==> src/ptc_params.svh <==
// Constants for the panel timing configuration register bank
`ifndef PTC_PARAMS_SVH
`define PTC_PARAMS_SVH
`define PTC_CLK_PERIOD_PS   5000
`define PTC_RST_MIN_NS      1000
`define PTC_RST_FILT_CYC    ((`PTC_RST_MIN_NS * 1000 + `PTC_CLK_PERIOD_PS - 1) / `PTC_CLK_PERIOD_PS)
`define PTC_ADDR_SYS        6'h00
`define PTC_ADDR_FIRST      6'h04
`define PTC_ADDR_LAST       6'h12
`define PTC_ADDR_WIDE       6'h20
`define PTC_SLOT_WIDE       4'hF
`define PTC_SYS_RD          8'h01
`define PTC_OFS_601         9'h080
`define PTC_OFS_656         9'h088
`define PTC_DATA_DELAY_CODE_DEF_601    8'h46
`define PTC_DATA_DELAY_CODE_DEF_656    8'h46
`define PTC_DATA_DELAY_CODE_DEF_RGB    8'h46
`define PTC_GATE_DELAY_CODE_DEF_601    8'h0D
`define PTC_GATE_DELAY_CODE_DEF_656    8'h0D
`define PTC_GATE_DELAY_CODE_DEF_RGB    8'h0D
`define PTC_RST_04  8'h46
`define PTC_RST_05  8'h0D
`define PTC_RST_07  8'h00
`define PTC_RST_08  8'h08
`define PTC_RST_09  8'h40
`define PTC_RST_0A  8'h88
`define PTC_RST_0B  8'h88
`define PTC_RST_0C  8'h20
`define PTC_RST_0D  8'h20
`define PTC_RST_0E  8'h10
`define PTC_RST_0F  8'hA4
`define PTC_RST_10  8'h04
`define PTC_RST_11  8'h24
`define PTC_RST_12  8'h24
`define PTC_RST_20  8'h00
`define PTC_MSK_05  8'h7F
`define PTC_MSK_07  8'hFD
`define PTC_MSK_08  8'h1F
`define PTC_MSK_09  8'h7F
`define PTC_MSK_0B  8'hCC
`define PTC_MSK_0C  8'h3F
`define PTC_MSK_0E  8'h7F
`define PTC_MSK_10  8'h17
`define PTC_MSK_11  8'h3F
`define PTC_MSK_20  8'h03
`define PTC_SPI_BITS        5'h10
`define PTC_SPI_TA          5'h08
`define PTC_SPI_RW          5'h07
`define PTC_CON_UNITY       4'h8
`define PTC_BRI_ZERO        8'h80
`define PTC_HUE_ZERO        7'h28
`define PTC_HUE_STEP        7'h05
`define PTC_SBRI_ZERO       6'h20
`define PTC_SCON_BASE       4'h6
`define PTC_DC_BASE_MV      12'h3E8
`define PTC_DC_STEP_MV      12'h014
`define PTC_AC_BASE         6'h2E
`define PTC_VGH_BASE        4'hC
`define PTC_VGL_BASE        4'h7
`define PTC_GAM_TOP_MV      8'h58
`define PTC_GAM_STEP_MV     8'h16
`define PTC_FA_EVEN_LATE    2'h1
`define PTC_FA_ODD_LATE     2'h2
`endif

==> src/ptc_pkg.sv <==
// Types shared by the panel timing configuration register bank
package ptc_pkg;
  typedef struct packed {
    logic pclk;
    logic hsync_n;
    logic vsync_n;
  } ptc_video_t;
  typedef struct packed {
    logic spen_n;
    logic spck;
    logic sda;
  } ptc_serial_t;
  typedef struct packed {
    logic [8:0]      first_data_dly;
    logic [7:0]      gate_dly_lines;
    logic [1:0]      source_drive_mode;
    logic            pal_active;
    logic            pal_288_lines;
    logic            luma_average;
    logic [4:0]      contrast_x8;
    logic [7:0]      brightness_ofs;
    logic [6:0]      hue_deg;
    logic [3:0]      saturation_x8;
    logic [3:0]      red_contrast_x8;
    logic [3:0]      blue_contrast_x8;
    logic [5:0]      red_brightness_ofs;
    logic [5:0]      blue_brightness_ofs;
    logic [5:0]      common_dc_code;
    logic [11:0]     common_dc_mv;
    logic [5:0]      common_ac_x100mv;
    logic            levels_valid;
    logic [3:0]      gate_high_v;
    logic [3:0]      gate_low_neg_v;
    logic            gamma_active;
    logic [4:0][7:0] gamma_ofs_mv;
    logic [1:0]      display_width_mode;
  } ptc_cfg_t;
endpackage

==> src/ptc_regs.sv <==
// Panel timing configuration register bank with serial access and timing counters
`timescale 1ns/1ps
`default_nettype none
`include "ptc_params.svh"
module ptc_regs #(
  parameter int RST_FILT_CYC = `PTC_RST_FILT_CYC
) (
  input  wire logic              mclk_i,
  input  wire logic              arst_n_i,
  input  wire logic              reset_input_n_i,
  input  wire ptc_pkg::ptc_serial_t ser_i,
  output logic                   sda_o,
  output logic                   sda_oe_o,
  input  wire ptc_pkg::ptc_video_t  vid_i,
  input  wire logic [3:0]        input_format_i,
  input  wire logic              pin_control_bit_i,
  input  wire logic              gamma_source_select_i,
  input  wire logic              voltage_switch_bit_i,
  input  wire logic [5:0]        otp_dc_code_i,
  output logic                   first_data_o,
  output logic                   gate_start_o,
  output logic                   core_rst_o,
  output ptc_pkg::ptc_cfg_t      cfg_o
);
  import ptc_pkg::*;

  logic [7:0]  mem [0:15];
  logic [2:0]  ser_sync [0:2];
  logic [2:0]  vid_sync [0:2];
  logic [1:0]  rst_sync_reg;
  logic [15:0] rst_cnt_reg;
  logic        filt_rst_reg;
  logic        soft_rst_reg;
  logic        clr;
  logic [4:0]  bit_cnt_reg;
  logic [14:0] shift_reg;
  logic        rd_reg;
  logic [7:0]  tx_reg;
  logic        wr_en_reg;
  logic [5:0]  wr_addr_reg;
  logic [7:0]  wr_data_reg;
  logic [3:0]  sel_prev_reg;
  logic [8:0]  px_cnt_reg;
  logic        px_run_reg;
  logic [7:0]  ln_cnt_reg;
  logic        ln_run_reg;
  logic        odd_frame_reg;
  logic        spen_n, spck_rise, spck_fall, sda_in;
  logic        pclk_rise, hs_fall, vs_fall;
  logic        is601, is656, is_yuv, is_de;
  logic [7:0]  data_delay_code_eff, gate_delay_code_eff;
  logic [8:0]  ths;
  logic [7:0]  tvs;
  logic        adv;
  ptc_cfg_t    cfg_next;

  function automatic logic [3:0] slot_f(input logic [5:0] a);
    slot_f = (a == `PTC_ADDR_WIDE) ? `PTC_SLOT_WIDE : 4'(a - `PTC_ADDR_FIRST);
  endfunction

  function automatic logic mapped_f(input logic [5:0] a);
    mapped_f = (a >= `PTC_ADDR_FIRST && a <= `PTC_ADDR_LAST) || a == `PTC_ADDR_WIDE;
  endfunction

  function automatic logic [7:0] rstv_f(input logic [3:0] s);
    case (s)
      4'h0:    rstv_f = `PTC_RST_04;
      4'h1:    rstv_f = `PTC_RST_05;
      4'h3:    rstv_f = `PTC_RST_07;
      4'h4:    rstv_f = `PTC_RST_08;
      4'h5:    rstv_f = `PTC_RST_09;
      4'h6:    rstv_f = `PTC_RST_0A;
      4'h7:    rstv_f = `PTC_RST_0B;
      4'h8:    rstv_f = `PTC_RST_0C;
      4'h9:    rstv_f = `PTC_RST_0D;
      4'hA:    rstv_f = `PTC_RST_0E;
      4'hB:    rstv_f = `PTC_RST_0F;
      4'hC:    rstv_f = `PTC_RST_10;
      4'hD:    rstv_f = `PTC_RST_11;
      4'hE:    rstv_f = `PTC_RST_12;
      4'hF:    rstv_f = `PTC_RST_20;
      default: rstv_f = 8'h00;
    endcase
  endfunction

  // Reserved slot and reserved bits stay zero
  function automatic logic [7:0] mask_f(input logic [3:0] s);
    case (s)
      4'h0, 4'h6, 4'hB: mask_f = 8'hFF;
      4'h1:             mask_f = `PTC_MSK_05;
      4'h3:             mask_f = `PTC_MSK_07;
      4'h4:             mask_f = `PTC_MSK_08;
      4'h5:             mask_f = `PTC_MSK_09;
      4'h7:             mask_f = `PTC_MSK_0B;
      4'h8, 4'h9:       mask_f = `PTC_MSK_0C;
      4'hA:             mask_f = `PTC_MSK_0E;
      4'hC:             mask_f = `PTC_MSK_10;
      4'hD, 4'hE:       mask_f = `PTC_MSK_11;
      4'hF:             mask_f = `PTC_MSK_20;
      default:          mask_f = 8'h00;
    endcase
  endfunction

  function automatic logic [7:0] rdata_f(input logic [5:0] a, input logic [7:0] v);
    if (a == `PTC_ADDR_SYS)
      rdata_f = `PTC_SYS_RD;
    else if (mapped_f(a))
      rdata_f = v;
    else
      rdata_f = 8'h00;
  endfunction

  function automatic logic [7:0] def_data_delay_code_f(input logic [3:0] s);
    def_data_delay_code_f = s[3] ? `PTC_DATA_DELAY_CODE_DEF_RGB : (s[2] ? `PTC_DATA_DELAY_CODE_DEF_656 : `PTC_DATA_DELAY_CODE_DEF_601);
  endfunction

  function automatic logic [7:0] def_gate_delay_code_f(input logic [3:0] s);
    def_gate_delay_code_f = s[3] ? `PTC_GATE_DELAY_CODE_DEF_RGB : (s[2] ? `PTC_GATE_DELAY_CODE_DEF_656 : `PTC_GATE_DELAY_CODE_DEF_601);
  endfunction

  // Pin synchronisers; only stage 1 and 2 are read by logic
  always_ff @(posedge mclk_i or negedge arst_n_i)
  begin
    if (!arst_n_i)
    begin
      for (int i = 0; i < 3; i++)
      begin
        ser_sync[i] <= 3'h7;
        vid_sync[i] <= 3'h3;
      end
    end
    else
    begin
      ser_sync[0] <= ser_i;
      vid_sync[0] <= vid_i;
      for (int i = 1; i < 3; i++)
      begin
        ser_sync[i] <= ser_sync[i-1];
        vid_sync[i] <= vid_sync[i-1];
      end
    end
  end

  assign spen_n    = ser_sync[1][2];
  assign spck_rise = ser_sync[1][1] & ~ser_sync[2][1];
  assign spck_fall = ~ser_sync[1][1] & ser_sync[2][1];
  assign sda_in    = ser_sync[1][0];
  assign pclk_rise = vid_sync[1][2] & ~vid_sync[2][2];
  assign hs_fall   = ~vid_sync[1][1] & vid_sync[2][1];
  assign vs_fall   = ~vid_sync[1][0] & vid_sync[2][0];

  // Reset pin must stay low the full width; shorter pulses are glitches
  always_ff @(posedge mclk_i or negedge arst_n_i)
  begin
    if (!arst_n_i)
    begin
      rst_sync_reg <= 2'h3;
      rst_cnt_reg  <= 16'h0000;
      filt_rst_reg <= 1'b1;
    end
    else
    begin
      rst_sync_reg <= {rst_sync_reg[0], reset_input_n_i};
      if (rst_sync_reg[1])
        rst_cnt_reg <= 16'h0000;
      else if (rst_cnt_reg != 16'(RST_FILT_CYC))
        rst_cnt_reg <= rst_cnt_reg + 16'h0001;
      filt_rst_reg <= !rst_sync_reg[1] && rst_cnt_reg == 16'(RST_FILT_CYC);
    end
  end

  // Soft reset pulse; the bit itself always reads back as one
  always_ff @(posedge mclk_i or negedge arst_n_i)
  begin
    if (!arst_n_i)
      soft_rst_reg <= 1'b0;
    else
      soft_rst_reg <= wr_en_reg && wr_addr_reg == `PTC_ADDR_SYS && !wr_data_reg[0];
  end

  assign clr        = soft_rst_reg | filt_rst_reg;
  assign core_rst_o = clr;

  // Serial frame: six address bits, read flag, turnaround, eight data bits
  always_ff @(posedge mclk_i or negedge arst_n_i)
  begin
    if (!arst_n_i)
    begin
      bit_cnt_reg <= 5'h00;
      shift_reg   <= 15'h0000;
      rd_reg      <= 1'b0;
      tx_reg      <= 8'h00;
      wr_en_reg   <= 1'b0;
      wr_addr_reg <= 6'h00;
      wr_data_reg <= 8'h00;
    end
    else
    begin
      wr_en_reg <= 1'b0;
      if (spen_n || clr)
      begin
        bit_cnt_reg <= 5'h00;
        rd_reg      <= 1'b0;
      end
      else if (spck_rise && bit_cnt_reg != `PTC_SPI_BITS)
      begin
        shift_reg   <= {shift_reg[13:0], sda_in};
        bit_cnt_reg <= bit_cnt_reg + 5'h01;
        if (bit_cnt_reg == 5'(`PTC_SPI_RW - 5'h01))
          rd_reg <= sda_in;
        if (bit_cnt_reg == 5'(`PTC_SPI_TA - 5'h01))
          tx_reg <= rdata_f(shift_reg[6:1], mem[slot_f(shift_reg[6:1])]);
        if (bit_cnt_reg == 5'(`PTC_SPI_BITS - 5'h01) && !rd_reg)
        begin
          wr_en_reg   <= 1'b1;
          wr_addr_reg <= shift_reg[14:9];
          wr_data_reg <= {shift_reg[6:0], sda_in};
        end
      end
      else if (spck_fall && bit_cnt_reg > `PTC_SPI_TA)
        tx_reg <= {tx_reg[6:0], 1'b0};
    end
  end

  assign sda_o    = tx_reg[7];
  assign sda_oe_o = rd_reg && !spen_n && bit_cnt_reg >= `PTC_SPI_TA
                    && bit_cnt_reg != `PTC_SPI_BITS;

  // Register storage; a serial write wins over a format reload in the same cycle
  always_ff @(posedge mclk_i or negedge arst_n_i)
  begin
    if (!arst_n_i)
    begin
      for (int i = 0; i < 16; i++)
        mem[i] <= rstv_f(4'(i));
      sel_prev_reg <= 4'h0;
    end
    else if (clr)
    begin
      for (int i = 0; i < 16; i++)
        mem[i] <= rstv_f(4'(i));
      sel_prev_reg <= input_format_i;
    end
    else
    begin
      sel_prev_reg <= input_format_i;
      if (input_format_i != sel_prev_reg)
      begin
        mem[0] <= def_data_delay_code_f(input_format_i);
        mem[1] <= def_gate_delay_code_f(input_format_i);
      end
      if (wr_en_reg && mapped_f(wr_addr_reg))
        mem[slot_f(wr_addr_reg)] <= wr_data_reg & mask_f(slot_f(wr_addr_reg));
    end
  end

  assign is601  = input_format_i[3:2] == 2'b00;
  assign is656  = input_format_i[3:1] == 3'b010;
  assign is_yuv = is601 | is656;
  assign is_de  = input_format_i[3] & input_format_i[0];

  // DE mode without pin control falls back to format defaults
  assign data_delay_code_eff = (is_de && !pin_control_bit_i) ? def_data_delay_code_f(input_format_i) : mem[0];
  assign gate_delay_code_eff = (is_de && !pin_control_bit_i) ? def_gate_delay_code_f(input_format_i) : mem[1];

  // Mode offset added to data delay
  assign ths = is601 ? 9'(data_delay_code_eff) + `PTC_OFS_601 :
               is656 ? 9'(data_delay_code_eff) + `PTC_OFS_656 : 9'(data_delay_code_eff);
  // One line late on the selected parity, 601/656 only
  assign adv = is_yuv && ((mem[3][7:6] == `PTC_FA_EVEN_LATE && !odd_frame_reg) ||
                          (mem[3][7:6] == `PTC_FA_ODD_LATE && odd_frame_reg));
  assign tvs = {1'b0, gate_delay_code_eff[6:0]} + {7'h00, adv};

  // First data position counted in pixel clocks after sync
  always_ff @(posedge mclk_i or negedge arst_n_i)
  begin
    if (!arst_n_i)
    begin
      px_cnt_reg   <= 9'h000;
      px_run_reg   <= 1'b0;
      first_data_o <= 1'b0;
    end
    else
    begin
      first_data_o <= 1'b0;
      if (clr)
        px_run_reg <= 1'b0;
      else if (hs_fall)
      begin
        px_cnt_reg <= 9'h000;
        px_run_reg <= 1'b1;
      end
      else if (px_run_reg && px_cnt_reg == ths)
      begin
        first_data_o <= 1'b1;
        px_run_reg   <= 1'b0;
      end
      else if (px_run_reg && pclk_rise)
        px_cnt_reg <= px_cnt_reg + 9'h001;
    end
  end

  // Gate start counted in line syncs after frame sync
  always_ff @(posedge mclk_i or negedge arst_n_i)
  begin
    if (!arst_n_i)
    begin
      ln_cnt_reg    <= 8'h00;
      ln_run_reg    <= 1'b0;
      odd_frame_reg <= 1'b0;
      gate_start_o  <= 1'b0;
    end
    else
    begin
      gate_start_o <= 1'b0;
      if (clr)
      begin
        ln_run_reg    <= 1'b0;
        odd_frame_reg <= 1'b0;
      end
      else if (vs_fall)
      begin
        ln_cnt_reg    <= 8'h00;
        ln_run_reg    <= 1'b1;
        odd_frame_reg <= !odd_frame_reg;
      end
      else if (ln_run_reg && hs_fall)
      begin
        if (ln_cnt_reg == tvs)
        begin
          gate_start_o <= 1'b1;
          ln_run_reg   <= 1'b0;
        end
        else
          ln_cnt_reg <= ln_cnt_reg + 8'h01;
      end
    end
  end

  // Decoded settings for the video path and level generators
  always_comb
  begin
    cfg_next                     = '0;
    cfg_next.first_data_dly      = ths;
    cfg_next.gate_dly_lines      = tvs;
    cfg_next.source_drive_mode   = mem[3][5:4];
    cfg_next.pal_active          = mem[3][3] & is_yuv;
    cfg_next.pal_288_lines       = mem[3][2];
    cfg_next.luma_average        = mem[3][0] & is_yuv;
    cfg_next.contrast_x8         = mem[4][4:0];
    cfg_next.brightness_ofs      = {mem[5][6:0], 1'b0} - `PTC_BRI_ZERO;
    cfg_next.hue_deg             = is_yuv ? 7'(mem[6][7:4] * `PTC_HUE_STEP) - `PTC_HUE_ZERO
                                          : 7'h00;
    cfg_next.saturation_x8       = is_yuv ? mem[6][3:0] : `PTC_CON_UNITY;
    cfg_next.red_contrast_x8     = `PTC_SCON_BASE + {2'b00, mem[7][3:2]};
    cfg_next.blue_contrast_x8    = `PTC_SCON_BASE + {2'b00, mem[7][7:6]};
    cfg_next.red_brightness_ofs  = mem[8][5:0] - `PTC_SBRI_ZERO;
    cfg_next.blue_brightness_ofs = mem[9][5:0] - `PTC_SBRI_ZERO;
    cfg_next.common_dc_code      = mem[10][6] ? mem[10][5:0] : otp_dc_code_i;
    cfg_next.common_dc_mv        = `PTC_DC_BASE_MV
                                   + 12'(cfg_next.common_dc_code * `PTC_DC_STEP_MV);
    // Codes still reported under the switch, flagged unusable
    cfg_next.levels_valid        = !voltage_switch_bit_i;
    cfg_next.common_ac_x100mv    = `PTC_AC_BASE + {2'b00, mem[11][3:0]};
    cfg_next.gate_high_v         = `PTC_VGH_BASE + {2'b00, mem[11][5], ^mem[11][5:4]};
    cfg_next.gate_low_neg_v      = `PTC_VGL_BASE + {2'b00, mem[11][7], ^mem[11][7:6]};
    cfg_next.gamma_active        = mem[12][4] & !gamma_source_select_i;
    cfg_next.gamma_ofs_mv[0]     = `PTC_GAM_TOP_MV - 8'(mem[12][2:0] * `PTC_GAM_STEP_MV);
    cfg_next.gamma_ofs_mv[1]     = `PTC_GAM_TOP_MV - 8'(mem[13][2:0] * `PTC_GAM_STEP_MV);
    cfg_next.gamma_ofs_mv[2]     = `PTC_GAM_TOP_MV - 8'(mem[13][5:3] * `PTC_GAM_STEP_MV);
    cfg_next.gamma_ofs_mv[3]     = `PTC_GAM_TOP_MV - 8'(mem[14][2:0] * `PTC_GAM_STEP_MV);
    cfg_next.gamma_ofs_mv[4]     = `PTC_GAM_TOP_MV - 8'(mem[14][5:3] * `PTC_GAM_STEP_MV);
    if (!cfg_next.gamma_active)
      cfg_next.gamma_ofs_mv      = '0;
    cfg_next.display_width_mode  = is_yuv ? mem[15][1:0] : 2'b00;
  end

  always_ff @(posedge mclk_i or negedge arst_n_i)
  begin
    if (!arst_n_i)
      cfg_o <= '0;
    else
      cfg_o <= cfg_next;
  end
endmodule
`default_nettype wire

==> config.mk <==
export PLATFORM = sky130hd
export DESIGN_NAME = ptc_regs
export DESIGN_NICKNAME = d
export VERILOG_FILES = /design/src/ptc_pkg.sv /design/src/ptc_regs.sv
export VERILOG_INCLUDE_DIRS = /design/src
export SDC_FILE = /design/constraint.sdc
export NUM_CORES = 1
export LEC_CHECK = 0
export BUFFER_PORTS_ARGS = -buffer_cell sky130_fd_sc_hd__buf_2
export CORE_ASPECT_RATIO = 0.5
export CORE_MARGIN = 5
export CORE_UTILIZATION = 56
export CTS_CLUSTER_DIAMETER = 80
export DETAILED_ROUTE_END_ITERATION = 10
export PLACE_DENSITY = 0.84
export RECOVER_POWER = 25
export SYNTH_ARGS = -nofsm -noshare
export SYNTH_HDL_FRONTEND = slang
export SYNTH_SLANG_ARGS = --single-unit
==> constraint.sdc <==
create_clock -name mclk_i -period 4.7 [get_ports mclk_i]
set_input_delay 0.705 -clock mclk_i [delete_from_list [all_inputs] [get_ports mclk_i]]
set_output_delay 0.705 -clock mclk_i [all_outputs]
set_load 0.05 [all_outputs]
==> metrics.md <==
| Metric | Value |
|---|---|
| Switch Pwr | 2.138 mW |
| Synth unique cells | 84 |
| Inst Count DP | 2,201 |
| Slew @ Worst Pin | 2.518 ns |
| Status | finished, violations left |
| Skew final | 0.02668 ns |
| Placed cell areas | 0.01912 mm² |
| Final ANT Viol Nets | 0 |
| Critical path type | in2reg |
| Setup_tns | 0 ns |
| CP startpoint kind | primary input |
| Switching share of power | 0.2898 |
| Cell leakage power | 10.42 nW |
| H-tree levels | 2 |
| Hold crit path type | in2reg |
| Post-synth EDFFs | 0 |
| Skew-Pair Late Insertion Delay | 0.54 ns |
| Longest Clk Path Bufs | 3 |
| Nets | 1,914 |
| Detailed-placement wirelength estimate | 29.65 mm |
| Pre-CTS setup slack | 1.104 ns |
| Layout cells sized above 1 | 0.1877 |
| Pint | 5.240 mW |
| Final hold vios | 0 |
| GRT Residual Overflow | 0 |
| Asr flop ratio synth | 1.000 |
| Pin count of the biggest net entering global routing | 104 |
| Pwr/cell area | 364.6 mW/mm² |
| Final Max Slew Viols | 139 |
| F_max | 0.2754 GHz |
| Data arrival, critical path | 4.10 ns |
| Max-slew headroom | -0.6790 |
| First-pass GRT wire length | 69.88 mm |
| Maxcap violations | 2 |
| Combinational Power Share | 0.163 |
| Post-CTS setup buffers | 0 |
| Synthesis-stage register bit count | 363 |
| Met3 wire len | 3.532 mm |
| Violated checks | capacitance limit, slew limit |
| Wire length per cell | 19.15 µm |
| Worst reg2reg startpoint | wr_addr_reg[3] |
| Final Non-Filler Cells | 2,265 |
| Crit. End Element | register |
| Synth Flop Type | dfrtp_1 |
| Row count | 46 |
| Worst setup margin | 1.069 ns |
| Hold Path End | vid_sync[6] |
| Buffers on Ports | 160 |
| DR vias | 13,240 |
| DR iter-0 viols | 1,193 |
| Max layer used | met4 |
| Clk sink count | 363 |
| Total number of yosys warnings | 0 |
| Worst Setup SP | input_format_i[3] |
| Commonest non-fill, non-tap cell in the layout | dfrtp_1 |
| Number of flip-flops in the largest register | 129 |
| GRT Util Overall | 0.2392 |
| Via density | 5.845 |
| Number of global-route vias before repair | 12,954 |
| Minimum clock period | 3.631 ns |
| Seq pwr share | 0.451 |
| Residual DRC | 0 |
| Fillcell total | 2,429 |
| Core area | 0.03166 mm² |
| Reg-to-reg setup timing slack | 1.19 ns |
| Initial core utilization | 0.5667 |
| Resize count post-CTS | 0 |
| Commonest cells after routing, fill and taps aside | 323 x dfrtp_1, 215 x nor2_1, 155 x buf_2, 133 x mux2i_1, 98 x nand2_1 |
| Gpl congestion | 0.8853 |
| I/O pins | 169 |
| Post-Synthesis Cells | 1,674 |
| Reg2reg path depth | 8 |
| Die X | 263.1 µm |
| R2R Path End | mem[77] |
| Die height | 136.6 µm |
| ANT cells | 0 |
| Die Area | 0.03593 mm² |
| Design area | 0.02023 mm² |
| WL met1 | 18.70 mm |
| Register area share after synthesis | 0.5091 |
| Drt first pass iters | 6 |
| WHS Path Cells | 1 |
| Root Driver | clkbuf_16 |
| CTS Buf Count | 35 |
| Cell area after synthesis | 0.01794 mm² |
| Met2 routed WL | 20.06 mm |
| CTS tree | done |
| Clock Power Share | 0.385 |
| Avg Inst Size Synth | 10.72 µm² |
| Final Setup Violations | 0 |
| Peak supply drop | 0.2321 mV |
| RSZ-0062 raised after global routing | false |
| Worst Hold Launch | vid_i[0] |
| Post-Route WL | 43.38 mm |
| Initial antenna violation count | 0 |
| Req. time, crit path | 5.17 ns |
| Clock transition at path regs | 0.06 ns |
| Layout area overhead | 12.78% |
| Fin crit share | 0.7725 |
| Crit-path max FO | 23 |
| Post-CTS Hold Fix Bufs | 0 |
==> final cells by class <==
class / instances / area [µm²] / share of cell area
clock buffer: 49 / 998.5 / 0.04935
clock inverter: 15 / 150.1 / 0.007421
inverter: 89 / 335.3 / 0.01657
multi-input combinational: 1129 / 8055 / 0.3981
sequential: 363 / 9134 / 0.4514
tap: 432 / 540.5 / 0.02671
timing repair buffer: 188 / 1020 / 0.05040
==> worst max-delay path by stage <==
stage                    end  cells after the start
5_1_grt        ln_cnt_reg[7]                     12
4_1_cts              mem[86]                      7
3_5_place_dp   px_cnt_reg[8]                     10
6_report       ln_cnt_reg[7]                     12
2_1_floorplan  px_cnt_reg[8]                     12
3_3_place_gp   px_cnt_reg[6]                     10
==> worst max-delay path, cell delays in order <==
cell and delay, ns:
clkbuf_1 0.60, nand3b_1 0.22, clkbuf_1 0.32, nand2b_1 0.16, ha_1 0.20, nand3_1 0.10
or2_2 0.32, xor2_1 0.22, o21ai_0 0.10, and4_1 0.31, a2111oi_0 0.58, mux2i_1 0.24
==> synth_stat cells, types with 12 or more instances <==
master | number | share of area
a2111oi_0 | 13 | 0.0063
a211oi_1 | 13 | 0.0054
a21oi_1 | 64 | 0.018
and2_1 | 15 | 0.0052
buf_4 | 14 | 0.0059
clkbuf_1 | 70 | 0.015
dfrtp_1 | 324 | 0.45
dfstp_2 | 39 | 0.057
ha_1 | 78 | 0.054
inv_1 | 88 | 0.018
mux2_2 | 58 | 0.036
mux2i_1 | 133 | 0.074
nand2_1 | 98 | 0.021
nand2b_1 | 25 | 0.0087
nand3_1 | 56 | 0.016
nand4_1 | 17 | 0.0059
nor2_1 | 216 | 0.045
nor2b_1 | 14 | 0.0049
nor3_1 | 12 | 0.0033
o211ai_1 | 21 | 0.0088
o21ai_0 | 43 | 0.012
o221ai_1 | 13 | 0.0063
xnor2_1 | 34 | 0.017
xor2_1 | 50 | 0.024
==> logic make-up after synthesis <==
kind of cell               synth area share
and+or+nand+nor                      0.1382
DFF                                  0.5091
AOI/OAI and AO/OA                   0.08955
muxes                                0.1140
buffers and inverters               0.04450
adders and majority gates           0.06333
xor gates and xnor gates            0.04101
other                             0.0004186
==> layer usage <==
layer / vias to the layer above / track usage
met2: 590 / 0.3873
met5: - / 0
met4: 0 / 0.06263
met1: 6532 / 0.3388
li1: 6022 / -
met3: 96 / 0.04527
==> metrics by stage <==
stage	utilization	hold slack (ns)	total power [mW]
6_report	0.6392	0.2602	7.378
5_1_grt	0.6392	0.2436	7.646
4_1_cts	0.6402	0.2433	7.402
3_5_place_dp	0.6039	0.3355	4.562
3_3_place_gp	0.6039	0.3338	4.537
2_1_floorplan	-	0.3312	4.197
==> power groups by stage <==
stage / Clock [mW] / Sequential, mW / Combinational (mW)
after CTS: 2.89 / 3.33 / 1.19
after global routing: 3.02 / 3.34 / 1.28
after detailed placement: 0 / 3.38 / 1.18
final: 2.84 / 3.33 / 1.21
after floorplan: 0 / 3.42 / 0.778
after global placement: 0 / 3.38 / 1.16
Power figures use the tool's default switching activity.
